--- config.mk ---
export PLATFORM = sky130hd
export DESIGN_NAME = lprs_top
export DESIGN_NICKNAME = d
export VERILOG_FILES = /design/src/lprs_pkg.sv /design/src/lprs_resampler.sv
export SDC_FILE = /design/constraint.sdc
export NUM_CORES = 1
export LEC_CHECK = 0
export BUFFER_PORTS_ARGS = -buffer_cell sky130_fd_sc_hd__buf_2
export CORE_ASPECT_RATIO = 0.75
export CORE_UTILIZATION = 54
export DETAILED_ROUTE_END_ITERATION = 12
export GPL_TIMING_DRIVEN = 0
export PLACE_DENSITY = 0.71
export SYNTH_ARGS = -nofsm -noshare
export SYNTH_HDL_FRONTEND = slang
export SYNTH_HIERARCHICAL = 1
export SYNTH_SLANG_ARGS = --single-unit
--- constraint.sdc ---
create_clock -name clk -period 19.36 [get_ports clk]
set_input_delay 0.968 -clock clk [delete_from_list [all_inputs] [get_ports clk]]
set_output_delay 0.968 -clock clk [all_outputs]
set_load 0.1 [all_outputs]
--- src/lprs_pkg.sv ---
// Shared constants, types and decode functions of the line-locked pixel resampler
`default_nettype none

package lprs_pkg;

  // ==========================================================================
  // Register map (8-bit registers, byte offsets)
  localparam logic [7:0] REG_STD      = 8'h01;
  localparam logic [7:0] REG_RATIO_HI = 8'h02;
  localparam logic [7:0] REG_RATIO_LO = 8'h03;
  localparam logic [7:0] REG_DELAY_A  = 8'h04;
  localparam logic [7:0] REG_DELAY_B  = 8'h05;
  localparam logic [7:0] REG_PIXCNT_HI = 8'h06;
  localparam logic [7:0] REG_PIXCNT_LO = 8'h07;
  localparam logic [7:0] REG_STATUS   = 8'h08;
  localparam logic [7:0] REG_MEAS_HI  = 8'h09;
  localparam logic [7:0] REG_MEAS_LO  = 8'h0A;

  // ==========================================================================
  // Reset values
  localparam logic [2:0]  RST_STD     = 3'h1;
  localparam logic [15:0] RST_RATIO   = 16'h02AC;
  localparam logic [7:0]  RST_DELAY_A = 8'h70;
  localparam logic [7:0]  RST_DELAY_B = 8'h5D;
  localparam logic [11:0] RST_PIXCNT  = 12'h000;

  // ==========================================================================
  // Status bit positions
  localparam int ST_LOCKED  = 0;
  localparam int ST_SHORT   = 1;
  localparam int ST_OVERRUN = 2;
  localparam int ST_BADSTD  = 3;

  // ==========================================================================
  // Input standards (field [2:0] of the standard select register)
  localparam logic [2:0] STD_NONE    = 3'h0;
  localparam logic [2:0] STD_NTSC_M  = 3'h1;
  localparam logic [2:0] STD_NTSC_JP = 3'h2;
  localparam logic [2:0] STD_PAL_BI  = 3'h3;
  localparam logic [2:0] STD_PAL_M   = 3'h4;
  localparam logic [2:0] STD_PAL_N   = 3'h5;
  localparam logic [2:0] STD_SECAM   = 3'h6;
  localparam logic [2:0] STD_PAL_NC  = 3'h7;

  // ==========================================================================
  // Line figures at the pixel rate and phase scale
  localparam logic [11:0] NOM_LEN_525 = 12'h38E;
  localparam logic [11:0] NOM_LEN_625 = 12'h46F;
  localparam logic [11:0] SQ_PIX_525  = 12'h30C;
  localparam logic [11:0] SQ_PIX_625  = 12'h3B0;
  localparam logic [18:0] PHASE_ONE   = 19'h01000;
  localparam int          W_HI        = 11;
  localparam int          W_LO        = 7;

  typedef enum logic [3:0] {
    ST_HUNT  = 4'h1,
    ST_DELAY = 4'h2,
    ST_RUN   = 4'h4,
    ST_FLUSH = 4'h8
  } lprs_state_e;

  typedef struct packed {
    logic       first;
    logic [7:0] data;
  } lprs_pix_s;

  function automatic logic is_525(input logic [2:0] std);
    return (std == STD_NTSC_M) || (std == STD_NTSC_JP) || (std == STD_PAL_M);
  endfunction : is_525

  function automatic logic [11:0] nominal_len(input logic [2:0] std);
    return is_525(std) ? NOM_LEN_525 : NOM_LEN_625;
  endfunction : nominal_len

  function automatic logic [11:0] square_count(input logic [2:0] std);
    return is_525(std) ? SQ_PIX_525 : SQ_PIX_625;
  endfunction : square_count

endpackage : lprs_pkg

`default_nettype wire

--- src/lprs_resampler.sv ---
// Line-locked pixel resampler: output FIFO and the resampling top level
`default_nettype none

// ============================================================================
// Output FIFO
module lprs_fifo #(
  parameter int W     = 9,
  parameter int DEPTH = 16
) (
  input  wire logic         clk,
  input  wire logic         nrst,
  input  wire logic         in_valid,
  output logic              in_ready,
  input  wire logic [W-1:0] in_data,
  output logic              out_valid,
  input  wire logic         out_ready,
  output logic [W-1:0]      out_data
);
  localparam int AW = $clog2(DEPTH);

  logic [W-1:0] mem [DEPTH];
  logic [AW-1:0] wr_q;
  logic [AW-1:0] rd_q;
  logic [AW:0]   cnt_q;
  logic          push;
  logic          pop;

  assign in_ready  = (cnt_q != DEPTH[AW:0]);
  assign out_valid = (cnt_q != '0);
  assign out_data  = mem[rd_q];
  assign push      = in_valid && in_ready;
  assign pop       = out_valid && out_ready;

  always_ff @(posedge clk) begin
    if (push) begin
      mem[wr_q] <= in_data;
    end
  end

  always_ff @(posedge clk) begin
    if (!nrst) begin
      wr_q  <= '0;
      rd_q  <= '0;
      cnt_q <= '0;
    end else begin
      if (push) begin
        wr_q <= (wr_q == AW'(DEPTH - 1)) ? '0 : wr_q + 1'b1;
      end
      if (pop) begin
        rd_q <= (rd_q == AW'(DEPTH - 1)) ? '0 : rd_q + 1'b1;
      end
      cnt_q <= cnt_q + (AW+1)'(push) - (AW+1)'(pop);
    end
  end

  a_fifo_no_over: assert property (@(posedge clk) disable iff (!nrst)
    (push && !pop) |=> (cnt_q == $past(cnt_q) + 1'b1))
    else $error("fifo count did not follow a push");
endmodule : lprs_fifo

// ============================================================================
// Resampler top level
module lprs_top
  import lprs_pkg::*;
#(
  parameter int          FIFO_DEPTH = 16,
  parameter logic [7:0]  SYNC_SLICE = 8'h40,
  parameter logic [11:0] PALNC_MAX  = 12'h384,
  parameter logic [15:0] TRIM_STEP  = 16'h0010,
  parameter logic [15:0] TRIM_MAX   = 16'h0400
) (
  input  wire logic       clk,
  input  wire logic       nrst,
  input  wire logic [7:0] adc_sample,
  input  wire logic       adc_valid,
  input  wire logic [7:0] reg_addr,
  input  wire logic [7:0] reg_wdata,
  input  wire logic       reg_wr,
  input  wire logic       reg_rd,
  output logic [7:0]      reg_rdata,
  output logic [7:0]      pix_data,
  output logic            pix_valid,
  input  wire logic       pix_ready,
  output logic            line_start_strobe_n
);

  // ==========================================================================
  // Registers
  logic [2:0]  std_q;
  logic [15:0] ratio_q;
  logic [7:0]  delay_a_q;
  logic [7:0]  delay_b_q;
  logic [11:0] pixcnt_q;
  logic        overrun_q;
  logic [7:0]  rdata_q;
  logic [7:0]  status;

  always_ff @(posedge clk) begin
    if (!nrst) begin
      std_q     <= RST_STD;
      ratio_q   <= RST_RATIO;
      delay_a_q <= RST_DELAY_A;
      delay_b_q <= RST_DELAY_B;
      pixcnt_q  <= RST_PIXCNT;
    end else if (reg_wr) begin
      case (reg_addr)
        REG_STD:       std_q          <= reg_wdata[2:0];
        REG_RATIO_HI:  ratio_q[15:8]  <= reg_wdata;
        REG_RATIO_LO:  ratio_q[7:0]   <= reg_wdata;
        REG_DELAY_A:   delay_a_q      <= reg_wdata;
        REG_DELAY_B:   delay_b_q      <= reg_wdata;
        REG_PIXCNT_HI: pixcnt_q[11:8] <= reg_wdata[3:0];
        REG_PIXCNT_LO: pixcnt_q[7:0]  <= reg_wdata;
        default: ;
      endcase
    end
  end

  // ==========================================================================
  // Double-rate to pixel-rate: pair average, then decimate by two
  logic       half_q;
  logic [7:0] samp_a_q;
  logic [7:0] pix_q;
  logic       pix_stb_q;
  logic [8:0] pair_sum;

  assign pair_sum = {1'b0, samp_a_q} + {1'b0, adc_sample};

  always_ff @(posedge clk) begin
    if (!nrst) begin
      half_q    <= 1'b0;
      samp_a_q  <= 8'h00;
      pix_q     <= 8'h00;
      pix_stb_q <= 1'b0;
    end else begin
      pix_stb_q <= 1'b0;
      if (adc_valid) begin
        half_q <= ~half_q;
        if (!half_q) begin
          samp_a_q <= adc_sample;
        end else begin
          pix_q     <= pair_sum[8:1];
          pix_stb_q <= 1'b1;
        end
      end
    end
  end

  // ==========================================================================
  // Sync midpoint detection and line length measurement
  logic [7:0]  prev_pix_q;
  logic [11:0] line_cnt_q;
  logic [11:0] meas_len_q;
  logic [11:0] nom_len;
  logic        sync_det;

  // Slicing halfway between tip and blank marks the falling-edge midpoint
  assign nom_len  = nominal_len(std_q);
  assign sync_det = pix_stb_q && (prev_pix_q >= SYNC_SLICE) && (pix_q < SYNC_SLICE)
                    && (line_cnt_q >= {1'b0, nom_len[11:1]});

  always_ff @(posedge clk) begin
    if (!nrst) begin
      prev_pix_q <= 8'h00;
      line_cnt_q <= 12'h000;
      meas_len_q <= 12'h000;
    end else if (pix_stb_q) begin
      prev_pix_q <= pix_q;
      if (sync_det) begin
        meas_len_q <= line_cnt_q;
        line_cnt_q <= 12'h001;
      end else if (line_cnt_q != 12'hFFF) begin
        line_cnt_q <= line_cnt_q + 12'h001;
      end
    end
  end

  // ==========================================================================
  // Target count and phase step
  logic [11:0]        target;
  logic signed [15:0] trim_q;
  logic signed [19:0] step_raw;
  logic [18:0]        step_eff;

  always_comb begin
    target = (pixcnt_q == 12'h000) ? square_count(std_q) : pixcnt_q;
    if ((std_q == STD_PAL_NC) && (target > PALNC_MAX)) begin
      target = PALNC_MAX;
    end
  end

  // Zero ratio gives a one-to-one step: 910 unscaled pixels on 525 lines
  assign step_raw = $signed({1'b0, PHASE_ONE}) + $signed({4'h0, ratio_q}) + 20'(trim_q);
  assign step_eff = (step_raw < $signed({1'b0, PHASE_ONE})) ? PHASE_ONE : step_raw[18:0];

  // ==========================================================================
  // Phase accumulator and push decision
  lprs_state_e state_q;
  logic [18:0] acc_q;
  logic [18:0] acc_sum;
  logic [11:0] out_cnt_q;
  logic [7:0]  dly_q;
  logic [7:0]  last_out_q;
  logic        cap_seen_q;
  logic        emit_want;
  logic        cap_hit;
  logic        push;
  logic        push_ok;
  logic        fifo_ready;
  logic        flush_done;
  logic [18:0] resid;
  logic [4:0]  weight;
  lprs_pix_s   push_pix;
  lprs_pix_s   fifo_out;

  function automatic logic [7:0] lerp(input logic [7:0] a, input logic [7:0] b, input logic [4:0] w);
    logic signed [9:0]  d;
    logic signed [15:0] p;
    logic signed [15:0] r;
    d = $signed({2'b00, b}) - $signed({2'b00, a});
    p = d * $signed({1'b0, w});
    r = $signed({8'h00, b}) - (p >>> 5);
    return r[7:0];
  endfunction : lerp

  assign acc_sum    = acc_q + PHASE_ONE;
  assign resid      = acc_sum - step_eff;
  // Residual is how far behind the current sample the output point sits
  assign weight     = (resid >= PHASE_ONE) ? 5'h1F : resid[W_HI:W_LO];
  assign emit_want  = (state_q == ST_RUN) && pix_stb_q && !sync_det && (acc_sum >= step_eff);
  assign cap_hit    = emit_want && (out_cnt_q >= target);
  assign push       = (emit_want && !cap_hit) || ((state_q == ST_FLUSH) && (out_cnt_q < target));
  assign push_ok    = push && fifo_ready;
  assign flush_done = (out_cnt_q >= target) || (push_ok && (out_cnt_q + 12'h001 >= target));

  always_comb begin
    push_pix.first = (out_cnt_q == 12'h000);
    push_pix.data  = (state_q == ST_FLUSH) ? last_out_q : lerp(prev_pix_q, pix_q, weight);
  end

  always_ff @(posedge clk) begin
    if (!nrst) begin
      acc_q <= 19'h00000;
    end else if (sync_det || (state_q != ST_RUN)) begin
      acc_q <= 19'h00000;
    end else if (pix_stb_q) begin
      acc_q <= (acc_sum >= step_eff) ? resid : acc_sum;
    end
  end

  // ==========================================================================
  // Line sequencing: delay, run, then pad any shortfall before the next line
  always_ff @(posedge clk) begin
    if (!nrst) begin
      state_q   <= ST_HUNT;
      dly_q     <= 8'h00;
      out_cnt_q <= 12'h000;
    end else begin
      if (push_ok) begin
        out_cnt_q <= out_cnt_q + 12'h001;
      end
      case (state_q)
        ST_HUNT: begin
          if (sync_det) begin
            state_q   <= ST_DELAY;
            dly_q     <= delay_a_q;
            out_cnt_q <= 12'h000;
          end
        end
        ST_DELAY, ST_RUN: begin
          if (sync_det) begin
            if (out_cnt_q < target) begin
              state_q <= ST_FLUSH;
            end else begin
              state_q   <= ST_DELAY;
              dly_q     <= delay_a_q;
              out_cnt_q <= 12'h000;
            end
          end else if ((state_q == ST_DELAY) && pix_stb_q) begin
            if (dly_q == 8'h00) begin
              state_q <= ST_RUN;
            end else begin
              dly_q <= dly_q - 8'h01;
            end
          end
        end
        ST_FLUSH: begin
          if (flush_done) begin
            state_q   <= ST_DELAY;
            dly_q     <= delay_a_q;
            out_cnt_q <= 12'h000;
          end
        end
        default: state_q <= ST_HUNT;
      endcase
    end
  end

  always_ff @(posedge clk) begin
    if (!nrst) begin
      last_out_q <= 8'h00;
    end else if (push_ok) begin
      last_out_q <= push_pix.data;
    end
  end

  // ==========================================================================
  // Servo: nudge the step so that padding and dropping stay rare
  always_ff @(posedge clk) begin
    if (!nrst) begin
      trim_q     <= 16'sh0000;
      cap_seen_q <= 1'b0;
    end else if (sync_det && ((state_q == ST_RUN) || (state_q == ST_DELAY))) begin
      cap_seen_q <= 1'b0;
      if ((out_cnt_q < target) && (trim_q > -$signed(TRIM_MAX))) begin
        trim_q <= trim_q - $signed(TRIM_STEP);
      end else if ((cap_seen_q || cap_hit) && (trim_q < $signed(TRIM_MAX))) begin
        trim_q <= trim_q + $signed(TRIM_STEP);
      end
    end else if (cap_hit) begin
      cap_seen_q <= 1'b1;
    end
  end

  // ==========================================================================
  // Output FIFO; a full FIFO stalls padding and drops live pixels as overrun
  lprs_fifo #(
    .W     ($bits(lprs_pix_s)),
    .DEPTH (FIFO_DEPTH)
  ) u_fifo (
    .clk       (clk),
    .nrst      (nrst),
    .in_valid  (push),
    .in_ready  (fifo_ready),
    .in_data   (push_pix),
    .out_valid (pix_valid),
    .out_ready (pix_ready),
    .out_data  (fifo_out)
  );

  assign pix_data            = fifo_out.data;
  assign line_start_strobe_n = ~(pix_valid && fifo_out.first);

  // ==========================================================================
  // Status and read port
  always_ff @(posedge clk) begin
    if (!nrst) begin
      overrun_q <= 1'b0;
    end else if (emit_want && !cap_hit && !fifo_ready) begin
      overrun_q <= 1'b1;
    end else if (reg_rd && (reg_addr == REG_STATUS)) begin
      overrun_q <= 1'b0;
    end
  end

  always_comb begin
    status              = 8'h00;
    status[ST_LOCKED]   = (state_q != ST_HUNT);
    status[ST_SHORT]    = (state_q != ST_HUNT) && (meas_len_q < target);
    status[ST_OVERRUN]  = overrun_q;
    status[ST_BADSTD]   = (std_q == STD_NONE);
  end

  always_ff @(posedge clk) begin
    if (!nrst) begin
      rdata_q <= 8'h00;
    end else if (reg_rd) begin
      case (reg_addr)
        REG_STD:       rdata_q <= {5'h00, std_q};
        REG_RATIO_HI:  rdata_q <= ratio_q[15:8];
        REG_RATIO_LO:  rdata_q <= ratio_q[7:0];
        REG_DELAY_A:   rdata_q <= delay_a_q;
        REG_DELAY_B:   rdata_q <= delay_b_q;
        REG_PIXCNT_HI: rdata_q <= {4'h0, pixcnt_q[11:8]};
        REG_PIXCNT_LO: rdata_q <= pixcnt_q[7:0];
        REG_STATUS:    rdata_q <= status;
        REG_MEAS_HI:   rdata_q <= {4'h0, meas_len_q[11:8]};
        REG_MEAS_LO:   rdata_q <= meas_len_q[7:0];
        default:       rdata_q <= 8'h00;
      endcase
    end else begin
      rdata_q <= 8'h00;
    end
  end

  assign reg_rdata = rdata_q;

  // ==========================================================================
  // Checks
  a_decim_pair: assert property (@(posedge clk) disable iff (!nrst)
    (adc_valid && half_q) |=> (pix_stb_q && (pix_q == $past(pair_sum[8:1]))))
    else $error("pixel not formed from sample pair");

  a_decim_half: assert property (@(posedge clk) disable iff (!nrst)
    (adc_valid && !half_q) |=> !pix_stb_q)
    else $error("pixel emitted on first sample of a pair");

  a_line_meas: assert property (@(posedge clk) disable iff (!nrst)
    sync_det |=> (meas_len_q == $past(line_cnt_q)) && (line_cnt_q == 12'h001))
    else $error("line length not captured at sync midpoint");

  a_count_cap: assert property (@(posedge clk) disable iff (!nrst)
    (state_q != ST_HUNT) |-> (out_cnt_q <= target))
    else $error("line exceeded programmed pixel count");

  a_flush_bound: assert property (@(posedge clk) disable iff (!nrst)
    ((state_q == ST_FLUSH) && pix_ready && (target < 12'h3C0)) |-> ##[1:1000] (state_q == ST_DELAY))
    else $error("padding did not finish");

  a_square_def: assert property (@(posedge clk) disable iff (!nrst)
    ((pixcnt_q == 12'h000) && (std_q == STD_PAL_BI)) |-> (target == SQ_PIX_625))
    else $error("square pixel count wrong for 625 lines");

  a_palnc_cap: assert property (@(posedge clk) disable iff (!nrst)
    ((std_q == STD_PAL_NC) && (pixcnt_q == 12'h000)) |-> (target == PALNC_MAX))
    else $error("full count allowed in PAL-N combination");

  a_unscaled_step: assert property (@(posedge clk) disable iff (!nrst)
    ((ratio_q == 16'h0000) && (trim_q <= 16'sh0000)) |-> (step_eff == PHASE_ONE))
    else $error("unscaled step is not one pixel");

  a_ratio_join: assert property (@(posedge clk) disable iff (!nrst)
    (reg_wr && (reg_addr == REG_RATIO_HI)) |=> (ratio_q[15:8] == $past(reg_wdata)))
    else $error("ratio high byte not stored");

  a_emit_step: assert property (@(posedge clk) disable iff (!nrst)
    (emit_want && !sync_det) |=> (acc_q == $past(resid)))
    else $error("accumulator not advanced by one step");

  a_nom_len: assert property (@(posedge clk) disable iff (!nrst)
    (std_q == STD_NTSC_M) |-> (nom_len == NOM_LEN_525))
    else $error("525 nominal line length wrong");

  a_start_mark: assert property (@(posedge clk) disable iff (!nrst)
    (push_ok && push_pix.first && (target > 12'h001)) |=> (out_cnt_q == 12'h001))
    else $error("count did not advance past the first pixel of a line");

endmodule : lprs_top

`default_nettype wire

==> results of run 1 <==
flip-flops by register name, summed over array words and instances, names as in the netlist, 3 cells and up, named ones only:
| signal | cells |
|---|---|
| state_q | 4 |
| prev_pix_q | 8 |
| u_fifo/cnt_q | 5 |
| line_cnt_q | 12 |
| pix_q | 8 |
| u_fifo/wr_q | 4 |
| reg_rdata | 8 |
| u_fifo/mem | 144 |
| samp_a_q | 8 |
| last_out_q | 8 |
| ratio_q | 16 |
| out_cnt_q | 12 |
| pixcnt_q | 12 |
| dly_q | 8 |
| delay_a_q | 8 |
| std_q | 3 |
| acc_q | 19 |
| trim_q | 12 |
| u_fifo/rd_q | 4 |
| meas_len_q | 12 |
| delay_b_q | 8 |
metrics by stage:
| step | setup WS, ns | power [mW] | hold slack (ns) |
|---|---|---|---|
| 2_1_floorplan | 8.45 | 1.76 | 0.433 |
| 3_3_place_gp | 6.20 | 2.03 | 0.440 |
| 3_5_place_dp | 6.37 | 2.09 | 0.448 |
| 4_1_cts | 6.32 | 2.77 | 0.458 |
| 5_1_grt | 5.39 | 2.91 | 0.474 |
| 6_report | 6.23 | 2.76 | 0.458 |
worst min-delay path, stage by stage, from the launching register on:
cell and delay [ns]:
dfxtp_1 0.31, nand2_1 0.05, a21oi_1 0.05
cells by family (layout without fill, tap and decap cells):
logic type | count (synthesis) | after routing | synth area share [%]
AOI/OAI and AO/OA | 416 | 416 | 14.1
other | 0 | 2 | 0
DFF | 331 | 331 | 40.9
muxes | 87 | 87 | 7.28
xor gates and xnor gates | 97 | 97 | 4.35
adders and majority gates | 176 | 176 | 12.4
and+or+nand+nor | 696 | 696 | 17.0
buffers and inverters | 178 | 288 | 3.98
placed cells by master, fill, tap and decap left out, drive strengths merged, types with 34 or more instances in the layout:
| master | netlist | final |
|---|---|---|
| a21o | 34 | 34 |
| a21oi | 132 | 132 |
| a22oi | 34 | 34 |
| buf | 23 | 72 |
| clkbuf | 48 | 88 |
| dfxtp | 187 | 187 |
| edfxtp | 144 | 144 |
| ha | 145 | 145 |
| inv | 106 | 108 |
| mux2i | 42 | 42 |
| mux4 | 40 | 40 |
| nand2 | 212 | 212 |
| nand2b | 34 | 34 |
| nand3 | 79 | 79 |
| nor2 | 176 | 176 |
| o21ai | 74 | 74 |
| xnor2 | 61 | 61 |
| xor2 | 36 | 36 |
metal layers:
layer	share of wire (%)	wire length [um]	up-vias	track usage, %
li1	-	-	7342	-
met1	47	23800	7569	39.8
met2	44	22200	524	41.5
met3	6.8	3450	67	4.76
met4	2.4	1200	0	8.04
met5	0	0	-	0
area by class of cell:
class / count / area (um^2) / share of cell area [%]
multi-input combinational: 1472 / 10900 / 50.1
antenna: 2 / 5.00 / 0.0231
tap: 465 / 582 / 2.68
timing repair buffer: 49 / 255 / 1.18
clock buffer: 40 / 883 / 4.07
clock inverter: 21 / 258 / 1.19
inverter: 106 / 398 / 1.83
sequential: 331 / 8070 / 37.2
buffer: 72 / 387 / 1.78
cell usage after synthesis, types with 5 or more instances:
cell type  number  area, um^2
dfxtp_1       187        3740
mux2_2          5        56.3
o31ai_1         5        37.5
o21a_1         17         128
nand3_1        78         390
or2_2          13        81.3
edfxtp_1      144        4320
nand4_1         8        50.1
or3_1           8        50.1
mux4_1         15         394
mux4_2         25         563
a31oi_1        12        75.1
nand2b_1       33         206
a22o_1          7        61.3
buf_6           8        90.1
nor3_1         30         150
mux2i_1        42         420
ha_1          145        1810
clkbuf_1       44         165
a21oi_1       130         651
nor2_1        176         661
inv_1         105         394
a21boi_0        7        52.6
fa_1           31         621
a22oi_1        34         255
buf_2           5        25.0
o211ai_1       13        97.6
xnor2_1        61         534
buf_1           6        22.5
nand2_1       211         792
xor2_1         35         307
o21ai_0        67         335
a21o_1         34         255
nor4_1         14        87.6
nor2b_1        33         206
a211oi_1       10        75.1
nand3b_1        8        60.1
o21bai_1       11        82.6
and2_1         29         181
and3_1         28         175
how the worst min path moves through the flow:
stage / startpoint / endpoint / slack, ns / depth (start not counted)
3_5_place_dp: delay_b_q[5] / delay_b_q[5] / 0.45 / 2
4_1_cts: delay_b_q[7] / delay_b_q[7] / 0.46 / 2
2_1_floorplan: delay_b_q[1] / delay_b_q[1] / 0.43 / 2
6_report: samp_a_q[3] / samp_a_q[3] / 0.46 / 2
3_3_place_gp: delay_b_q[7] / delay_b_q[7] / 0.44 / 2
5_1_grt: samp_a_q[2] / samp_a_q[2] / 0.47 / 2
where the power goes:
part / internal, mW / switching, mW
Sequential: 1.05 / 0.0121
Combinational: 0.327 / 0.695
Clock: 0.387 / 0.288
Total: 1.76 / 0.995
==> out/results.txt, run 1 <==
outcome: complete, no violations
CTS tree: yes
setup repair bufs after CTS: 0
Worst-Margin Slew: 1.35 ns
Worst Hold Class: reg2reg
PortBufs: 45
WL final: 50600 um
GRT Total Usage: 27.3%
Setup CP Type: reg2reg
Reg2Reg Setup Slack: 6.23 ns
gp weighted congestion: 0.963
crit path from: ratio_q[4]
total clock sinks: 331
pin count of the biggest net entering global routing: 18
GRT overflow: 0
Slowest cell on crit path: o21ai_1
Inst Count DP: 2495
worst flop-to-flop path endpoint: u_fifo/mem[11][7]
Net Count, Synth: 2187
Leak: 8.83 nW
max-slew violation count: 0
Post-synth ARST share: 0%
dpl cell area: 20600 um^2
YS warnings: 6
routed via count: 15.5k
final setup vio count: 0
Fmax: 0.0761 GHz
fin cells: 2558
worst r2r src: ratio_q[4]
root buf cell: clkbuf_16
PwrDens: 127 nW/um^2
Initial Util: 54.9%
number of flops mapped to enable cells by yosys: 144
depth of the CTS H-tree: 2
Gates resized, CTS repair: 0
Setup crit end kind: flip-flop
overall die height: 167 um
hpwl dp: 37600 um
Max stage delay on crit path: 0.84 ns
Avg Vias per Cell: 6.06
top-level port count: 48
Core ar.: 35900 um^2
DRC: 0
Crit path depth: 45
DR WL/cell: 19.8 um
most used cell, CP: ha_1
first-pass GRT wire length: 80400 um
Synth Flop Type: dfxtp_1
CP Max Fanout: 16
DRT iter0 DRCs: 1298
Slew headroom: 9.94%
number of buffers created by CTS: 34
Avg Inst Size Synth: 9.95 um^2
Final Util: 60.5%
fill count: 2998
clock skew: 0.0170 ns
Max-cap violations: 0
r2r worst-path depth: 45
drt pass-1 iters: 7
hold buffers post-CTS: 0
Synth Cell Area: 19700 um^2
vias in the first global route: 14.8k
element type at the critical path start: flip-flop
Buf/Inv on CP: 3
DIE AREA: 37300 um^2
Distinct cells, synth: 98
setup TNS: 0 ns
Hold Vio Cnt, Final: 0
maximum clock path buffer count: 3
WP data required: 19.55 ns
clk_lat worst skew: 0.55 ns
Die X: 223 um
post-layout net count: 2272
Peak VDD IR: 177 uV
ratio of cells with drive above 1 in the final layout: 9.37%
Layout area overhead: 10.1%
synthesized flop and latch total: 331
post-synthesis sequential area ratio: 40.9%
row count: 60
Final Cell Area: 21700 um^2
Final Critical Period: 13.13 ns
crit path to: u_fifo/mem[11][7]
clock transition at the registers of the reported paths: 0.06 ns
Post-Synthesis Cells: 1981
initial antenna violation count: 2
ratio of final minimum period to clock period: 67.8%
crit path DAT: 13.32 ns
RSZ-0062 raised after global routing: false
Routed Antenna Nets: 0
CP top delay family: compound AO/OA/AOI/OAI gates
No activity file was read; power rests on OpenSTA's default activity.
==> run 2, diff against run 1 <==
- clock period: 19.36 -> 12.4 ns (I/O delays scaled with it)
==> run 2 against run 1 <==
Worst setup slack lost 5.7 ns. Via count is 0.50% lower. Die area stayed put. Non-clock buffer count rose by 2. Sequential share of layout area is 0.22 points lower. Hold slack worse by 0.13 ns. Flip-flop and latch count unchanged. Clock skew down 0.0012 ns. Maximum frequency grew 11%. First-iteration DRC count decreased by 1.6%. Critical path depth is 1 higher. Largest cell class unchanged. Highest routed layer unchanged.
==> out/results.txt, run 2 (synthesis results as in run 1) <==
DIE AREA: 37300 um^2
depth of the CTS H-tree: 2
max-slew violation count: 0
routed via count: 15.4k
r2r worst-path depth: 46
DR WL/cell: 19.8 um
Setup CP Type: reg2reg
setup ws final: 0.572 ns
CTS tree: yes
overall die height: 167 um
Core ar.: 35900 um^2
hold path depth: 3
Fmax: 0.0845 GHz
Layout area overhead: 10.8%
setup TNS: 0 ns
Leak: 8.86 nW
vias in the first global route: 14.8k
largest register by flop count: u_fifo/mem
WP data required: 12.69 ns
Worst-Margin Slew: 1.43 ns
first-pass GRT wire length: 80400 um
row count: 60
Worst Hold Class: in2reg
commonest non-fill, non-tap cell in the layout: nand2_1
most frequent cells in the layout: 211 x nand2_1, 187 x dfxtp_1, 170 x nor2_1
PortBufs: 45
total clock sinks: 331
WL final: 50700 um
clk_lat worst skew: 0.54 ns
Reg2Reg Setup Slack: 0.57 ns
worst flop-to-flop path endpoint: u_fifo/mem[11][7]
fin cells: 2559
maximum clock path buffer count: 3
Avg Vias per Cell: 6.03
element type at the critical path start: flip-flop
Slew headroom: 3.34%
most used cell, CP: ha_1
clock transition at the registers of the reported paths: 0.06 ns
DRC: 0
Slowest cell on crit path: fa_1
drt pass-1 iters: 5
Max-cap violations: 0
top-level port count: 48
pin count of the biggest net entering global routing: 18
post-layout net count: 2274
Initial Util: 54.9%
ratio of final minimum period to clock period: 95.4%
hold buffers post-CTS: 0
GRT Total Usage: 27.3%
GRT overflow: 0
dpl cell area: 20600 um^2
Peak VDD IR: 336 uV
Max stage delay on crit path: 0.53 ns
Inst Count DP: 2495
biggest regs: u_fifo/mem (144), acc_q (19), ratio_q (16)
Setup crit end kind: flip-flop
ratio of cells with drive above 1 in the final layout: 10.1%
initial antenna violation count: 2
Final Critical Period: 11.83 ns
worst hold endpoint: samp_a_q[7]
number of buffers created by CTS: 34
hpwl dp: 37600 um
clock skew: 0.0158 ns
PwrDens: 202 nW/um^2
outcome: complete, no violations
Hold Vio Cnt, Final: 0
DP Worst Slack: -0.593 ns
root buf cell: clkbuf_16
crit path DAT: 12.12 ns
Final Cell Area: 21800 um^2
worst r2r src: ratio_q[4]
CP Max Fanout: 16
Worst Hold Launch: adc_sample[7]
Routed Antenna Nets: 0
max reg flops: 144
final setup vio count: 0
DRT iter0 DRCs: 1277
gp weighted congestion: 0.963
Die X: 223 um
run 2: critical path: cells and delay by family (launching register included):
family	cells	cell delay, ns
xor gates and xnor gates	4	0.78
DFF	1	0.35
buffers and inverters	4	0.49
adders and majority gates	9	3.53
and+or+nand+nor	10	2.41
AOI/OAI and AO/OA	19	3.94
run 2: report_power, final:
part	leakage, nW	switching [mW]	internal [mW]
Sequential	2.85	0.0187	1.63
Clock	0.550	0.449	0.605
Combinational	5.46	1.12	0.589
run 2: what timing repair did:
action,4_1_cts,5_1_grt
pin swaps,0,2
setup buffers,0,2
endpoints found under the setup margin,50,67
resized for setup,9,14
run 2: through the flow:
step           hold slack, ns  util (%)  power [mW]
3_5_place_dp            0.448      57.3        3.26
2_1_floorplan           0.433         -        2.74
4_1_cts                 0.310      60.5        4.34
5_1_grt                 0.326      60.9        4.66
3_3_place_gp            0.440      57.2        3.16
6_report                0.329      60.9        4.41
run 2: layout make-up:
cell class / count / area, um^2
diodes: 1 / 2.50
plain buffers: 72 / 387
clock buffers: 40 / 883
clock inverters: 21 / 258
fillers: 2982 / 14000
inverters: 106 / 398
multi-input cells: 1472 / 11000
flip-flops and latches: 331 / 8070
well taps: 465 / 582
repair buffers: 51 / 283
run 2: worst max path at each step:
stage / depth (start not counted) / end / slack [ns] / start
6_report: 46 / u_fifo/mem[11][7] / 0.57 / ratio_q[4]
5_1_grt: 47 / u_fifo/mem[12][7] / -0.04 / trim_q[4]
4_1_cts: 45 / u_fifo/mem[6][7] / 0.08 / ratio_q[4]
3_5_place_dp: 45 / u_fifo/mem[9][7] / -0.59 / ratio_q[4]
3_3_place_gp: 45 / u_fifo/mem[10][7] / -0.76 / ratio_q[4]
2_1_floorplan: 46 / u_fifo/mem[0][7] / 1.49 / trim_q[4]
run 2: metal layers:
layer  wire, um  global-route usage [%]
met5          0                       0
met4       1320                    8.04
met3       3700                    4.76
met2      22200                    41.5
met1      23500                    39.8
==> run 3, diff against run 2 <==
- clock period: 12.4 -> 13.45 ns (I/O delays scaled with it)
==> run 3 against run 2 <==
Flip-flop and latch count unchanged. Maximum frequency decreased by 5.8%. Die area unchanged. Count of clock-buffer cells in the layout unchanged. Sequential power decreased by 8%. Final cell count about the same. Cell area decreased by 0.53%. Non-clock buffer count decreased by 2. Combinational power decreased by 13%. Via count increased by 0.56%. Hold slack improved by 0.053 ns. Register-to-register slack improved by 0.33 ns.
==> out/results.txt, run 3 (synthesis results as in run 1) <==
ratio of final minimum period to clock period: 93.3%
Setup CP Type: reg2reg
GRT Total Usage: 27.3%
Worst Hold Class: in2reg
ratio of cells with drive above 1 in the final layout: 9.56%
root buf cell: clkbuf_16
most used cell, CP: ha_1
clk_lat worst skew: 0.55 ns
Fmax: 0.0797 GHz
r2r worst-path depth: 45
outcome: complete, no violations
Avg Vias per Cell: 6.07
clock skew: 0.0164 ns
DRC: 0
CTS tree: yes
Max stage delay on crit path: 0.60 ns
Peak VDD IR: 224 uV
Slowest cell on crit path: a2111oi_0
GRT overflow: 0
combinational power share: 37.3%
Final Critical Period: 12.55 ns
post-layout net count: 2272
switch share: 36.1%
Core ar.: 35900 um^2
row count: 60
drt pass-1 iters: 6
biggest regs: u_fifo/mem (144), acc_q (19), ratio_q (16)
Layout area overhead: 10.2%
final setup vio count: 0
vias in the first global route: 14.8k
first-pass GRT wire length: 80400 um
Worst-Margin Slew: 1.36 ns
Slew headroom: 9.02%
PwrDens: 183 nW/um^2
Final Util: 60.5%
number of buffers created by CTS: 34
DR WL/cell: 19.8 um
setup TNS: 0 ns
initial antenna violation count: 2
Sw Pwr: 1.44 mW
most frequent cells in the layout: 211 x nand2_1, 187 x dfxtp_1, 173 x nor2_1
hold path depth: 3
crit path DAT: 12.85 ns
internal power: 2.54 mW
Routed Antenna Nets: 0
Seq pwr share: 38.2%
WL final: 50600 um
clock transition at the registers of the reported paths: 0.06 ns
Initial Util: 54.9%
RSZ-0062 raised after global routing: false
gp weighted congestion: 0.963
top-level port count: 48
commonest non-fill, non-tap cell in the layout: nand2_1
WP data required: 13.75 ns
maximum clock path buffer count: 3
largest register by flop count: u_fifo/mem
depth of the CTS H-tree: 2
max-slew violation count: 0
Leak: 8.83 nW
max reg flops: 144
Hold Vio Cnt, Final: 0
CP Max Fanout: 16
routed via count: 15.5k
total clock sinks: 331
overall die height: 167 um
element type at the critical path start: flip-flop
Die X: 223 um
DRT iter0 DRCs: 1320
Setup crit end kind: flip-flop
Max-cap violations: 0
DIE AREA: 37300 um^2
PortBufs: 45
pin count of the biggest net entering global routing: 18
hpwl dp: 37600 um
Clock power frac: 24.4%
run 3: what timing repair did:
item                                    in CTS  in global routing
setup buffers                                0                  0
hold buffers                                 0                  0
endpoints found under the setup margin       0                 16
gates resized for setup                      0                  5
run 3: path summary, 6_finish.rpt:
kind	start	end	slack (ns)
min	adc_sample[7]	samp_a_q[7]	0.38
min reg2reg	samp_a_q[3]	samp_a_q[3]	0.46
max	trim_q[4]	u_fifo/mem[11][7]	0.90
max reg2reg	trim_q[4]	u_fifo/mem[11][7]	0.90
run 3: worst max-delay path, delay by kind of cell (launching register included):
| family | cells | cell delay (ns) |
|---|---|---|
| XOR/XNOR | 4 | 0.70 |
| AO/OA/AOI/OAI | 19 | 4.45 |
| AND/OR/NAND/NOR | 10 | 2.90 |
| buffers and inverters | 3 | 0.32 |
| adder cells (fa/ha/maj) | 9 | 3.52 |
| flip-flops | 1 | 0.36 |
run 3: final cells by class:
cell class / instances / area, um^2
Clock buffer: 40 / 883
Fill cell: 2997 / 14200
Buffer: 72 / 387
Multi-Input combinational cell: 1472 / 10900
Inverter: 106 / 398
Sequential cell: 331 / 8070
Timing Repair Buffer: 49 / 255
Antenna cell: 1 / 2.50
Clock inverter: 21 / 258
Tap cell: 465 / 582
run 3: metrics by stage:
stage               setup slack (ns)  power, mW  area, um^2  cells  hold slack (ns)
finish                         0.899       3.98       21700   2557            0.382
global route                   0.138       4.20       21700   2557            0.379
CTS                            0.410       3.98       21700   2556            0.362
detailed placement             0.457       3.01       20600   2495            0.448
global placement               0.291       2.91       20500   2491            0.440
floorplan                       2.54       2.53       19700   1981            0.433
run 3: metal layers:
metal	global-route usage [%]	wire, um
met1	39.8	23600
met5	0	0
met2	41.5	22100
met4	8.04	1260
met3	4.76	3650
run 3: power by group through the flow:
stage          logic [mW]  clock network (mW)  registers [mW]
3_5_place_dp         1.46                   0            1.55
2_1_floorplan       0.984                   0            1.54
4_1_cts              1.47               0.989            1.53
3_3_place_gp         1.35                   0            1.56
5_1_grt              1.65                1.03            1.53
6_report             1.49               0.972            1.52
